## src/include/swsc_consts.svh

```systemverilog
// Summary of operation
// - store request drops ready until write done
// - while busy ignore input, output no data
// - low supply keeps ready high, nothing stored
// - output starts after start and address bits
// - output driven while select high, else floating
// - start, two address, eight data bits in
// - new setting applied cycle after last data bit
// - host raises store after start, before apply edge
// - next frame accepted two clocks after last bit
// - host keeps clock running during store
// - every transfer shifts held contents out
// - read is not destructive, held data reloads from stored value
// - read only: select low before twelfth clock
// - temporary setting holds while select stays high
// - select low restores stored value
// - unstored data discarded two clocks after receipt
// - frame starts with one, bits lsb first
// - output selected by address first one, second zero
// - power-on reset loads stored value, no clock
// - write cycle lasts typically four milliseconds
`ifndef SWSC_CONSTS_SVH
`define SWSC_CONSTS_SVH
`define SWSC_DATA_BITS 8
`define SWSC_START_BIT 1'b1
`define SWSC_ADDR_SEL 2'h1
`define SWSC_ADDR_LAST 3'h1
`define SWSC_DATA_LAST 3'h7
`define SWSC_NV_INIT 8'h80
`define SWSC_CLK_NS 8
`define SWSC_T_BUSY_US 4000
`define SWSC_BUSY_CYC ((`SWSC_T_BUSY_US * 1000) / `SWSC_CLK_NS)
`define SWSC_T_CLKH_NS 500
`define SWSC_HALF_CYC ((`SWSC_T_CLKH_NS + `SWSC_CLK_NS - 1) / `SWSC_CLK_NS)
`define SWSC_EDGE_STORE 4'h1
`define SWSC_EDGE_RD_FIRST 4'h3
`define SWSC_EDGE_RD_LAST 4'hA
`define SWSC_EDGE_D7 4'hB
`define SWSC_EDGE_GAP_DONE 4'hD
`endif

```

## src/include/swsc_pkg.sv

```systemverilog
`include "swsc_consts.svh"
package swsc_pkg;
  typedef logic [`SWSC_DATA_BITS-1:0] swsc_data_t;
  typedef enum logic [4:0] {
    DEV_IDLE  = 5'h01,
    DEV_ADDR  = 5'h02,
    DEV_DATA  = 5'h04,
    DEV_APPLY = 5'h08,
    DEV_GAP   = 5'h10
  } swsc_dev_state_e;
  typedef enum logic [4:0] {
    HST_IDLE  = 5'h01,
    HST_SETUP = 5'h02,
    HST_SHIFT = 5'h04,
    HST_WAIT  = 5'h08,
    HST_REST  = 5'h10
  } swsc_hst_state_e;
  typedef enum logic [1:0] {
    OP_READ  = 2'h0,
    OP_TEMP  = 2'h1,
    OP_STORE = 2'h2
  } swsc_op_e;
endpackage

```

## src/include/swsc_if.sv

```systemverilog
`timescale 1ns/1ps
`default_nettype none
interface swsc_if;
  logic sclk;
  logic cs;
  logic serial_in;
  logic store_request;
  logic serial_out;
  logic serial_out_oe;
  logic ready_flag;
  modport device (
    input  sclk,
    input  cs,
    input  serial_in,
    input  store_request,
    output serial_out,
    output serial_out_oe,
    output ready_flag
  );
  modport host (
    output sclk,
    output cs,
    output serial_in,
    output store_request,
    input  serial_out,
    input  serial_out_oe,
    input  ready_flag
  );
endinterface
`default_nettype wire

```

## src/verilog/swsc_device.sv

```systemverilog
`timescale 1ns/1ps
`default_nettype none
`include "swsc_consts.svh"
module swsc_device #(
  parameter int                 BUSY_CYC = `SWSC_BUSY_CYC,
  parameter logic [`SWSC_DATA_BITS-1:0] NV_INIT = `SWSC_NV_INIT
) (
  input  wire logic              clock,
  input  wire logic              rst,
  swsc_if.device                 link,
  input  wire logic              vdd_low,
  output var  swsc_pkg::swsc_data_t setting,
  output var  swsc_pkg::swsc_data_t stored,
  output var  logic              busy
);
  import swsc_pkg::*;

  localparam int TW = $clog2(BUSY_CYC + 1);

  logic [4:0]      pins_s;
  logic            sclk_s;
  logic            cs_s;
  logic            sin_s;
  logic            store_s;
  logic            vlow_s;
  logic            sclk_prev_q;
  logic            rise;
  swsc_dev_state_e state_q;
  logic [2:0]      cnt_q;
  logic [1:0]      addr_q;
  logic            match;
  swsc_data_t      shreg_q;
  logic            dout_q;
  logic            dout_oe_q;
  logic            store_seen_q;
  logic            go;
  swsc_data_t      wr_data_q;
  logic [TW-1:0]   timer_q;
  logic            ready_q;

  // ==========================================================
  // pin sampling
  swsc_sync #(
    .W (5)
  ) u_sync (
    .clock (clock),
    .rst   (rst),
    .d     ({vdd_low, link.store_request, link.serial_in, link.cs,
             link.sclk}),
    .q     (pins_s)
  );

  assign sclk_s  = pins_s[0];
  assign cs_s    = pins_s[1];
  assign sin_s   = pins_s[2];
  assign store_s = pins_s[3];
  assign vlow_s  = pins_s[4];
  assign rise    = sclk_s & ~sclk_prev_q;
  assign match   = (addr_q == `SWSC_ADDR_SEL);
  assign go      = (store_seen_q | store_s) & match;

  always_ff @(posedge clock or posedge rst)
  begin
    if (rst)
      sclk_prev_q <= 1'b0;
    else
      sclk_prev_q <= sclk_s;
  end

  // ==========================================================
  // frame sequencer
  always_ff @(posedge clock or posedge rst)
  begin
    if (rst)
    begin
      state_q <= DEV_IDLE;
      cnt_q   <= 3'h0;
      addr_q  <= 2'h0;
    end
    else if (!cs_s || busy)
    begin
      state_q <= DEV_IDLE;
      cnt_q   <= 3'h0;
    end
    else if (rise)
    begin
      unique case (state_q)
        DEV_IDLE:
        begin
          cnt_q <= 3'h0;
          if (sin_s == `SWSC_START_BIT)
            state_q <= DEV_ADDR;
        end
        DEV_ADDR:
        begin
          addr_q <= {sin_s, addr_q[1]};
          if (cnt_q == `SWSC_ADDR_LAST)
          begin
            cnt_q   <= 3'h0;
            state_q <= DEV_DATA;
          end
          else
            cnt_q <= cnt_q + 3'h1;
        end
        DEV_DATA:
        begin
          if (cnt_q == `SWSC_DATA_LAST)
            state_q <= DEV_APPLY;
          else
            cnt_q <= cnt_q + 3'h1;
        end
        DEV_APPLY:
          state_q <= DEV_GAP;
        DEV_GAP:
          state_q <= DEV_IDLE;
      endcase
    end
  end

  // ==========================================================
  // control register and serial output
  always_ff @(posedge clock or posedge rst)
  begin
    if (rst)
    begin
      shreg_q   <= NV_INIT;
      dout_q    <= 1'b0;
      dout_oe_q <= 1'b0;
    end
    else
    begin
      dout_oe_q <= cs_s;
      if (!cs_s)
      begin
        shreg_q <= stored;
        dout_q  <= 1'b0;
      end
      else if (busy)
        dout_q <= 1'b0;
      else if (rise)
      begin
        if (state_q == DEV_ADDR && cnt_q == `SWSC_ADDR_LAST)
          dout_q <= shreg_q[0];
        else if (state_q == DEV_DATA)
        begin
          shreg_q <= {sin_s, shreg_q[`SWSC_DATA_BITS-1:1]};
          dout_q  <= (cnt_q == `SWSC_DATA_LAST) ? 1'b0 : shreg_q[1];
        end
        else if (state_q == DEV_GAP)
          shreg_q <= stored;
      end
    end
  end

  // ==========================================================
  // applied output setting
  always_ff @(posedge clock or posedge rst)
  begin
    if (rst)
      setting <= NV_INIT;
    else if (!cs_s)
      setting <= stored;
    else if (rise && !busy && state_q == DEV_APPLY && match)
      setting <= shreg_q;
  end

  // ==========================================================
  // store request capture
  always_ff @(posedge clock or posedge rst)
  begin
    if (rst)
      store_seen_q <= 1'b0;
    else if (!cs_s || state_q == DEV_IDLE)
      store_seen_q <= 1'b0;
    else if (store_s && (state_q == DEV_ADDR || state_q == DEV_DATA))
      store_seen_q <= 1'b1;
  end

  // ==========================================================
  // nonvolatile write cycle
  always_ff @(posedge clock or posedge rst)
  begin
    if (rst)
    begin
      stored    <= NV_INIT;
      wr_data_q <= NV_INIT;
      busy      <= 1'b0;
      ready_q   <= 1'b1;
      timer_q   <= '0;
    end
    else if (busy)
    begin
      if (timer_q != '0)
        timer_q <= timer_q - TW'(1);
      else if (rise)
      begin
        stored  <= wr_data_q;
        busy    <= 1'b0;
        ready_q <= 1'b1;
      end
    end
    else if (cs_s && rise && state_q == DEV_APPLY && go && !vlow_s)
    begin
      wr_data_q <= shreg_q;
      busy      <= 1'b1;
      ready_q   <= 1'b0;
      timer_q   <= TW'(BUSY_CYC - 1);
    end
  end

  assign link.serial_out    = dout_q;
  assign link.serial_out_oe = dout_oe_q;
  assign link.ready_flag    = ready_q;
endmodule
`default_nettype wire

```

## src/verilog/swsc_sync.sv

```systemverilog
`timescale 1ns/1ps
`default_nettype none
module swsc_sync #(
  parameter int W = 1
) (
  input  wire logic         clock,
  input  wire logic         rst,
  input  wire logic [W-1:0] d,
  output var  logic [W-1:0] q
);
  logic [W-1:0] s1_q;
  logic [W-1:0] s2_q;
  logic [W-1:0] s3_q;

  // ==========================================================
  // three stages, change taken once stages two and three agree
  always_ff @(posedge clock or posedge rst)
  begin
    if (rst)
    begin
      s1_q <= '0;
      s2_q <= '0;
      s3_q <= '0;
      q    <= '0;
    end
    else
    begin
      s1_q <= d;
      s2_q <= s1_q;
      s3_q <= s2_q;
      q    <= ((s2_q ~^ s3_q) & s3_q) | ((s2_q ^ s3_q) & q);
    end
  end
endmodule
`default_nettype wire

```

## src/flat_wrapper.sv

```systemverilog
// flat-port wrapper written by rule: the top's interface ports become plain ports
module swsc_device_flat import swsc_pkg::*;
#(
  parameter int                 BUSY_CYC = `SWSC_BUSY_CYC,
  parameter logic [`SWSC_DATA_BITS-1:0] NV_INIT = `SWSC_NV_INIT
)
  (clock, rst, vdd_low, setting, stored, busy, link_sclk, link_cs, link_serial_in, link_store_request, link_serial_out, link_serial_out_oe, link_ready_flag);
  swsc_if link_i ();
  input  wire logic clock;
  input  wire logic rst;
  input  wire logic vdd_low;
  output var  swsc_pkg::swsc_data_t setting;
  output var  swsc_pkg::swsc_data_t stored;
  output var  logic busy;
  input wire logic [$bits(link_i.sclk)-1:0] link_sclk;
  input wire logic [$bits(link_i.cs)-1:0] link_cs;
  input wire logic [$bits(link_i.serial_in)-1:0] link_serial_in;
  input wire logic [$bits(link_i.store_request)-1:0] link_store_request;
  output wire logic [$bits(link_i.serial_out)-1:0] link_serial_out;
  output wire logic [$bits(link_i.serial_out_oe)-1:0] link_serial_out_oe;
  output wire logic [$bits(link_i.ready_flag)-1:0] link_ready_flag;
  assign link_i.sclk = link_sclk;
  assign link_i.cs = link_cs;
  assign link_i.serial_in = link_serial_in;
  assign link_i.store_request = link_store_request;
  assign link_serial_out = link_i.serial_out;
  assign link_serial_out_oe = link_i.serial_out_oe;
  assign link_ready_flag = link_i.ready_flag;
  swsc_device #(.BUSY_CYC(BUSY_CYC), .NV_INIT(NV_INIT)) u_core (.clock(clock), .rst(rst), .link(link_i), .vdd_low(vdd_low), .setting(setting), .stored(stored), .busy(busy));
endmodule
```

## config.mk

```make
export PLATFORM = sky130hd
export DESIGN_NAME = swsc_device_flat
export DESIGN_NICKNAME = d
export VERILOG_FILES = /design/src/include/swsc_pkg.sv /design/src/include/swsc_if.sv /design/src/verilog/swsc_device.sv /design/src/verilog/swsc_sync.sv /design/src/flat_wrapper.sv
export VERILOG_INCLUDE_DIRS = /design/src /design/src/include
export SDC_FILE = /design/constraint.sdc
export NUM_CORES = 1
export LEC_CHECK = 0
export ABC_AREA = 1
export BUFFER_PORTS_ARGS = -buffer_cell sky130_fd_sc_hd__buf_4
export CAP_MARGIN = 20
export CORE_UTILIZATION = 55
export CTS_CLUSTER_DIAMETER = 200
export CTS_CLUSTER_SIZE = 24
export DETAILED_ROUTE_END_ITERATION = 8
export GPL_ROUTABILITY_DRIVEN = 0
export PLACE_DENSITY = 0.82
export REMOVE_ABC_BUFFERS = 1
export SLEW_MARGIN = 20
export SYNTH_ARGS = -nofsm -noshare
export SYNTH_HDL_FRONTEND = slang
export SYNTH_SLANG_ARGS = --single-unit
```

## constraint.sdc

```tcl
create_clock -name clock -period 2.9 [get_ports clock]
set_input_delay 0.58 -clock clock [delete_from_list [all_inputs] [get_ports clock]]
set_output_delay 0.58 -clock clock [all_outputs]
set_load 0.03 [all_outputs]
```

==> reports/results.tsv, run 1 <==
stage	metric	value	unit
outcome	status	finished clean	
cts	clk_lat worst skew	0.36	ns
critical_path	Setup crit end	busy	
yosys	Main synth FF type	dfrtp_1	
yosys	mux contribution to synthesized area	0	%
yosys	synth warn	0	
cts	Hold-fix buffers, CTS	0	
cts	clock buffer depth	2	
drt	WL final	9.194	mm
yosys	most frequent cells after synthesis	nand2_1 (164), dfrtp_1 (81), nor2_1 (57)	
critical_path	crit start category	register	
cts	Root Buffer	clkbuf_8	
yosys	synth unique cells	35	
timing	fin crit period	1.888	ns
placed_design	IO Port Bufs	26	
cts	clk slew on worst S/H paths	0.09	ns
yosys	area share of the largest cell type after synthesis	46.10	%
drt	Antenna Nets Post-Route	0	
yosys	Adder-Cell Fraction of Synth Area	2.561	%
critical_path	crit path from	u_core.busy	
drt	vias after detailed routing	3655	
yosys	Synth area leader	dfrtp_1	
drt	Initial DRT Pass Iterations	5	
yosys	most frequent cell after synthesis	nand2_1	
yosys	mapped cell area	4397	µm²
global_routing	global-route wire length before repair	16.45	mm
yosys	largest family of logic cells by synthesized area	simple AND/OR/NAND/NOR gates	
yosys	Synth Instances	539	
drt	wire per inst	13.70	µm
cts	# clock sinks	87	
yosys	top cells by area, synth	dfrtp_1 (46%), nand2_1 (14%), nand3_1 (5.0%)	
floorplan	Initial Util	56.90	%
timing	RSZ-0062 raised after global routing	false	
floorplan	Die H	91.41	µm
critical_path	reg-to-reg startpoint	u_core.timer_q[0]	
drt	1st-iter DRT viols	252	
pwr	PwrDens	515.8	nW/µm²
drt	drt drc	0	
floorplan	die area	8356	µm²
placed_design	HPWL Detailed	6.227	mm
critical_path	worst reg-to-reg setup slack	1.04	ns
cts	Post-CTS Resized	0	
timing	Least-Margin Pin Slew	0.5005	ns
cells_and_area	Register Area	2185	µm²
timing	Slew headroom	66.59	%
yosys	Synth Area in Simple Gates	31.70	%
floorplan	IO Count	27	
cells_and_area	layout cells sized above 1	14.41	%
worst_hold_path	hold crit path type	in2async	
cts	htree depth	3	
floorplan	chip width	91.41	µm
global_routing	pin count of the biggest net entering global routing	61	
timing	FMAX	529.6	MHz
cts	TritonCTS Buffers	9	
timing	final hold vios	0	
yosys	EDFF count, synth	0	
yosys	Async SR Flop Fraction	100.0	%
cells_and_area	nets@finish	580	
critical_path	CP arrival	1.31	ns
drt	vias per cell	5.447	
timing	final setup fails	0	
cells_and_area	number of diodes	0	
timing	Tcrit/Tclk final	65.11	%
yosys	post-synthesis sequential element count	87	
critical_path	worst-path maximum fanout	25	
job	Max Cap Viol	0	
cells_and_area	fill count	641	
placed_design	dpl cell area	4624	µm²
pwr	Leak	2.563	nW
critical_path	FF-to-FF path depth	9	
yosys	Synth Area in XOR/XNOR	0.3984	%
cts	Post-CTS Setup Inserts	0	
timing	Clock Skew	0.01332	ns
yosys	syn avg cell area	8.157	µm²
global_routing	initial antenna violation count	0	
critical_path	CP required	2.32	ns
pwr	IR drop worst, VDD	253.8	µV
floorplan	core area	7727	µm²
global_routing	vias in the first global route	3695	
yosys	post-synthesis sequential area ratio	49.69	%
timing	Max Slew Vio Count	0	
floorplan	Rows	32	
critical_path	classification of the worst setup path	reg2out	
yosys	Compound-Gate Fraction of Synth Area	7.797	%
cells_and_area	Area Growth Syn to Fin	9.562	%
cells_and_area	final non-filler cell area	4817	µm²
timing	post-route setup TNS	0	ns
cells_and_area	area of the multi-input gates	1867	µm²
global_routing	global route total overflow	0	
critical_path	worst flop-to-flop path endpoint	u_core.timer_q[15]	
critical_path	Critical Path Sink Type	primary output	
cts	CTS tree	done	
global_routing	GRT Total Usage	24.51	%
## metrics by stage
stage / hold WS [ns] / std cells / total power [W] / setup WS [ns] / util, %
floorplan: 0.3312 / 522 / 0.001571 / 0.07973 / -
global placement: 0.3328 / 655 / 0.001661 / 1.156 / 59.84
detailed placement: 0.3355 / 655 / 0.001680 / 1.079 / 59.84
CTS: 0.2340 / 671 / 0.002501 / 1.005 / 62.34
global route: 0.2616 / 671 / 0.002603 / 0.8743 / 62.34
finish: 0.2329 / 671 / 0.002485 / 1.012 / 62.34
## cells by family (layout without fill, tap and decap cells)
| family | count (synthesis) | in the layout |
|---|---|---|
| adders and majority gates | 9 | 9 |
| DFF | 87 | 87 |
| buffers and inverters | 70 | 100 |
| AOI/OAI and AO/OA | 61 | 61 |
| xor gates and xnor gates | 2 | 2 |
| and+or+nand+nor | 310 | 310 |
## cell type report
class	count	area share, %
Sequential cell	87	45.35
Multi-Input combinational cell	382	38.75
Timing Repair Buffer	31	5.091
Inverter	53	4.156
Clock buffer	11	3.143
Tap cell	102	2.649
Clock inverter	5	0.8571
## worst min path at each step
stage / from / end / slack [ns] / depth (start not counted)
2_1_floorplan: u_core.u_sync.s1_q[0] / u_core.u_sync.s2_q[0] / 0.33 / 0
3_3_place_gp: u_core.u_sync.s1_q[0] / u_core.u_sync.s2_q[0] / 0.33 / 0
3_5_place_dp: u_core.u_sync.s1_q[1] / u_core.u_sync.s2_q[1] / 0.34 / 0
4_1_cts: rst / u_core.state_q[1] / 0.23 / 2
5_1_grt: rst / u_core.cnt_q[0] / 0.26 / 2
6_report: rst / u_core.cnt_q[0] / 0.23 / 2
## worst max-delay path, stage by stage, from the launching register on
cell and delay (ns):
dfrtp_1 0.40, buf_4 0.32, buf_4 0.22
## registers in the layout, indices dropped and copies added (netlist names), 2 cells and up
signal              flops
u_core.shreg_q          8
u_core.u_sync.q         5
u_core.u_sync.s2_q      5
u_core.stored           8
u_core.u_sync.s3_q      5
u_core.cnt_q            3
u_core.setting          8
u_core.state_q          5
u_core.u_sync.s1_q      5
u_core.addr_q           2
u_core.timer_q         19
u_core.wr_data_q        8
## layout by cell type, fill, tap and decap left out, types with 3 or more instances in the layout
cell,synthesis,routed
nand2_1,164,164
dfrtp_1,81,81
nor2_1,57,57
inv_1,49,48
nand3_1,44,44
buf_4,2,30
o21ai_0,29,29
nand4_1,14,14
clkbuf_8,0,11
o21ai_1,9,9
ha_1,9,9
o21a_1,8,8
a21oi_1,8,8
dfstp_2,6,6
nor2_2,5,5
a21o_1,5,5
nor2_4,4,4
nand2_2,4,4
nand3_2,4,4
or2_2,4,4
inv_2,3,3
nor3_1,3,3
## power breakdown
group | switching (W) | internal [W]
clock | 0.000458 | 0.000366
combinational | 0.000237 | 0.000101
sequential | 0.0000419 | 0.00128
## routing by layer
| metal | track usage, % | share of wire (%) |
|---|---|---|
| met5 | 0 | 0 |
| met4 | 9.656 | 1.9 |
| met3 | 5.193 | 5.5 |
| met2 | 40.48 | 49 |
| met1 | 31.51 | 43 |
No activity file was read; power rests on OpenSTA's default activity.
==> run 2: changes to the inputs <==
Clock period 2.9 ns to 1.6 ns, I/O delays scaled along.
==> run 2 against run 1 <==
Critical path depth did not move. Critical endpoint unchanged. Cell count is 3.1% higher. Largest power group unchanged. Clock power grew 87%. Via count rose by 3.8%.
==> reports/results.tsv, run 2 (synthesis results as in run 1) <==
stage	metric	value	unit	change
placed_design	IO Port Bufs	26		unchanged
pwr	sw frac	31.64	%	was 29.68%
timing	final setup fails	0		unchanged
cts	clk_lat worst skew	0.38	ns	was 0.36 ns
drt	1st-iter DRT viols	285		was 252
pwr	PwrDens	903.0	nW/µm²	was 515.8 nW/µm²
cts	# clock sinks	87		unchanged
floorplan	IO Count	27		unchanged
pwr	Clk pwr share	33.5	%	was 33.2%
cells_and_area	Most flops, register	u_core.timer_q		unchanged
timing	Slew headroom	69.07	%	was 66.59%
drt	vias after detailed routing	3794		was 3,655
timing	Hold Slack	0.02385	ns	was 0.2329 ns
critical_path	crit start category	register		unchanged
global_routing	GRT busiest layer	met2		unchanged
timing	Tcrit/Tclk final	98.67	%	
critical_path	Critical Path Sink Type	primary output		unchanged
timing	final hold vios	0		unchanged
timing	Max Slew Vio Count	0		unchanged
global_routing	met1 GRT Util	31.06	%	was 31.51%
global_routing	Global Route met2 Usage	40.04	%	was 40.48%
pwr	Internal Pwr Total	0.003144	W	was 0.001747 W
cts	clock buffer depth	2		unchanged
global_routing	GRT Total Usage	24.18	%	was 24.51%
drt	vias per cell	5.483		was 5.447
global_routing	global route total overflow	0		unchanged
critical_path	CP required	1.28	ns	was 2.32 ns
cts	htree depth	3		unchanged
pwr	IR drop worst, VDD	513.0	µV	was 253.8 µV
worst_hold_path	hold crit path type	in2async		unchanged
placed_design	HPWL Detailed	6.310	mm	was 6.227 mm
timing	fin crit period	1.579	ns	
cts	Hold-fix buffers, CTS	0		unchanged
cells_and_area	number of diodes	0		unchanged
floorplan	core area	7727	µm²	unchanged
cts	CTS tree	done		unchanged
cells_and_area	Area Growth Syn to Fin	15.82	%	was 9.562%
drt	wire per inst	13.99	µm	was 13.70 µm
cells_and_area	nets@finish	601		was 580
critical_path	CP arrival	1.26	ns	was 1.31 ns
global_routing	global-route wire length before repair	16.07	mm	was 16.45 mm
floorplan	die area	8356	µm²	unchanged
outcome	status	finished clean		unchanged
global_routing	vias in the first global route	3635		was 3,695
critical_path	worst-path maximum fanout	23		was 25
cells_and_area	commonest non-fill, non-tap cell in the layout	nand2_1		unchanged
cts	Root Buffer	clkbuf_8		unchanged
drt	Antenna Nets Post-Route	0		unchanged
global_routing	pin count of the biggest net entering global routing	88		was 61
floorplan	Initial Util	56.90	%	unchanged
timing	Clock Skew	0.01898	ns	was 0.01332 ns
cts	TritonCTS Buffers	9		unchanged
timing	Least-Margin Pin Slew	0.4639	ns	was 0.5005 ns
pwr	NetSw	0.001455	W	was 0.0007376 W
cells_and_area	layout cells sized above 1	20.17	%	was 14.41%
pwr	Combinational Power Share	14.4	%	was 13.6%
floorplan	chip width	91.41	µm	unchanged
timing	PnR worst setup slack	0.02125	ns	was 1.012 ns
global_routing	initial antenna violation count	0		unchanged
floorplan	Die H	91.41	µm	unchanged
drt	WL final	9.680	mm	was 9.194 mm
placed_design	Setup WS pre-CTS	0.02439	ns	was 1.079 ns
cells_and_area	most frequent cells in the layout	nand2_1 (163), dfrtp_1 (78), nor2_1 (48), inv_1 (47), buf_4 (47)		was nand2_1 (164), dfrtp_1 (81), nor2_1 (57), inv_1 (48), nand3_1 (44)
pwr	Leak	2.667	nW	was 2.563 nW
cts	clk slew on worst S/H paths	0.10	ns	was 0.09 ns
pwr	sequential power share	52.2	%	was 53.2%
critical_path	classification of the worst setup path	reg2out		unchanged
timing	FMAX	633.4	MHz	
floorplan	Rows	32		unchanged
job	Max Cap Viol	0		unchanged
drt	Initial DRT Pass Iterations	5		unchanged
cells_and_area	flip-flop count of the largest register after layout	19		unchanged
global_routing	met3 Usage GRT	3.601	%	was 5.193%
drt	drt drc	0		unchanged
==> run 2: cell count changes in the layout (fill, tap and decap cells not counted), sizes merged <==
cell    delta
buf       +21
inv        +3
clkbuf     -2
clkinv     -1
==> run 2: what timing repair did <==
action / CTS / global route
gates resized for setup: 3 / 29
pin swaps: 0 / 6
setup buffers: 0 / 4
endpoints found under the setup margin: 1 / 47
==> run 2: path summary, 6_finish.rpt <==
path | startpoint | end | slack [ns] | cells after the start
min in group clock | link_serial_in | u_core.u_sync.s1_q[2] | 0.05 | 1
max in group asynchronous | rst | u_core.state_q[0] | 1.19 | 3
hold reg to reg | u_core.u_sync.s1_q[3] | u_core.u_sync.s2_q[3] | 0.36 | 0
setup / recovery | u_core.busy | busy | 0.02 | 2
hold / removal | rst | u_core.u_sync.s2_q[0] | 0.02 | 3
setup reg to reg | u_core.state_q[1] | u_core.timer_q[3] | 0.04 | 7
==> run 2: routing by layer <==
layer  part of all wire (%)  vias up
met4                    1.7        0
met5                      0        -
met3                    4.8       17
li1                       -     1814
met1                     44     1839
met2                     49      124
==> run 2: worst max-delay path: stages, from the launching register on <==
cell     delay [ns]
dfrtp_2        0.45
buf_8          0.23
buf_4          0.20
==> run 2: layout make-up <==
class / instances / area [µm²]
fillers: 611 / 2635
flip-flops and latches: 87 / 2188
multi-input cells: 382 / 1956
repair buffers: 52 / 421.7
inverters: 53 / 202.7
well taps: 102 / 127.6
clock buffers: 9 / 123.9
clock inverters: 7 / 72.57
==> run 2: power by group through the flow <==
stage	sequential (W)	combinational (W)	clock, W
after floorplan	0.00250	0.000349	0
after global placement	0.00243	0.000592	0
after detailed placement	0.00244	0.000613	0
after CTS	0.00240	0.000615	0.00155
after global routing	0.00241	0.000734	0.00165
final	0.00240	0.000661	0.00154
==> run 2: stage by stage <==
stage / TNS (ns) / cells / util [%] / area (µm²) / total power, W
floorplan: -100.41 / 522 / - / 4250 / 0.002848
global placement: 0 / 672 / 61.50 / 4752 / 0.003023
detailed placement: 0 / 672 / 61.50 / 4752 / 0.003053
CTS: 0 / 688 / 64.15 / 4957 / 0.004565
global route: -0.2238 / 692 / 65.90 / 5092 / 0.004794
finish: 0 / 692 / 65.90 / 5092 / 0.004598
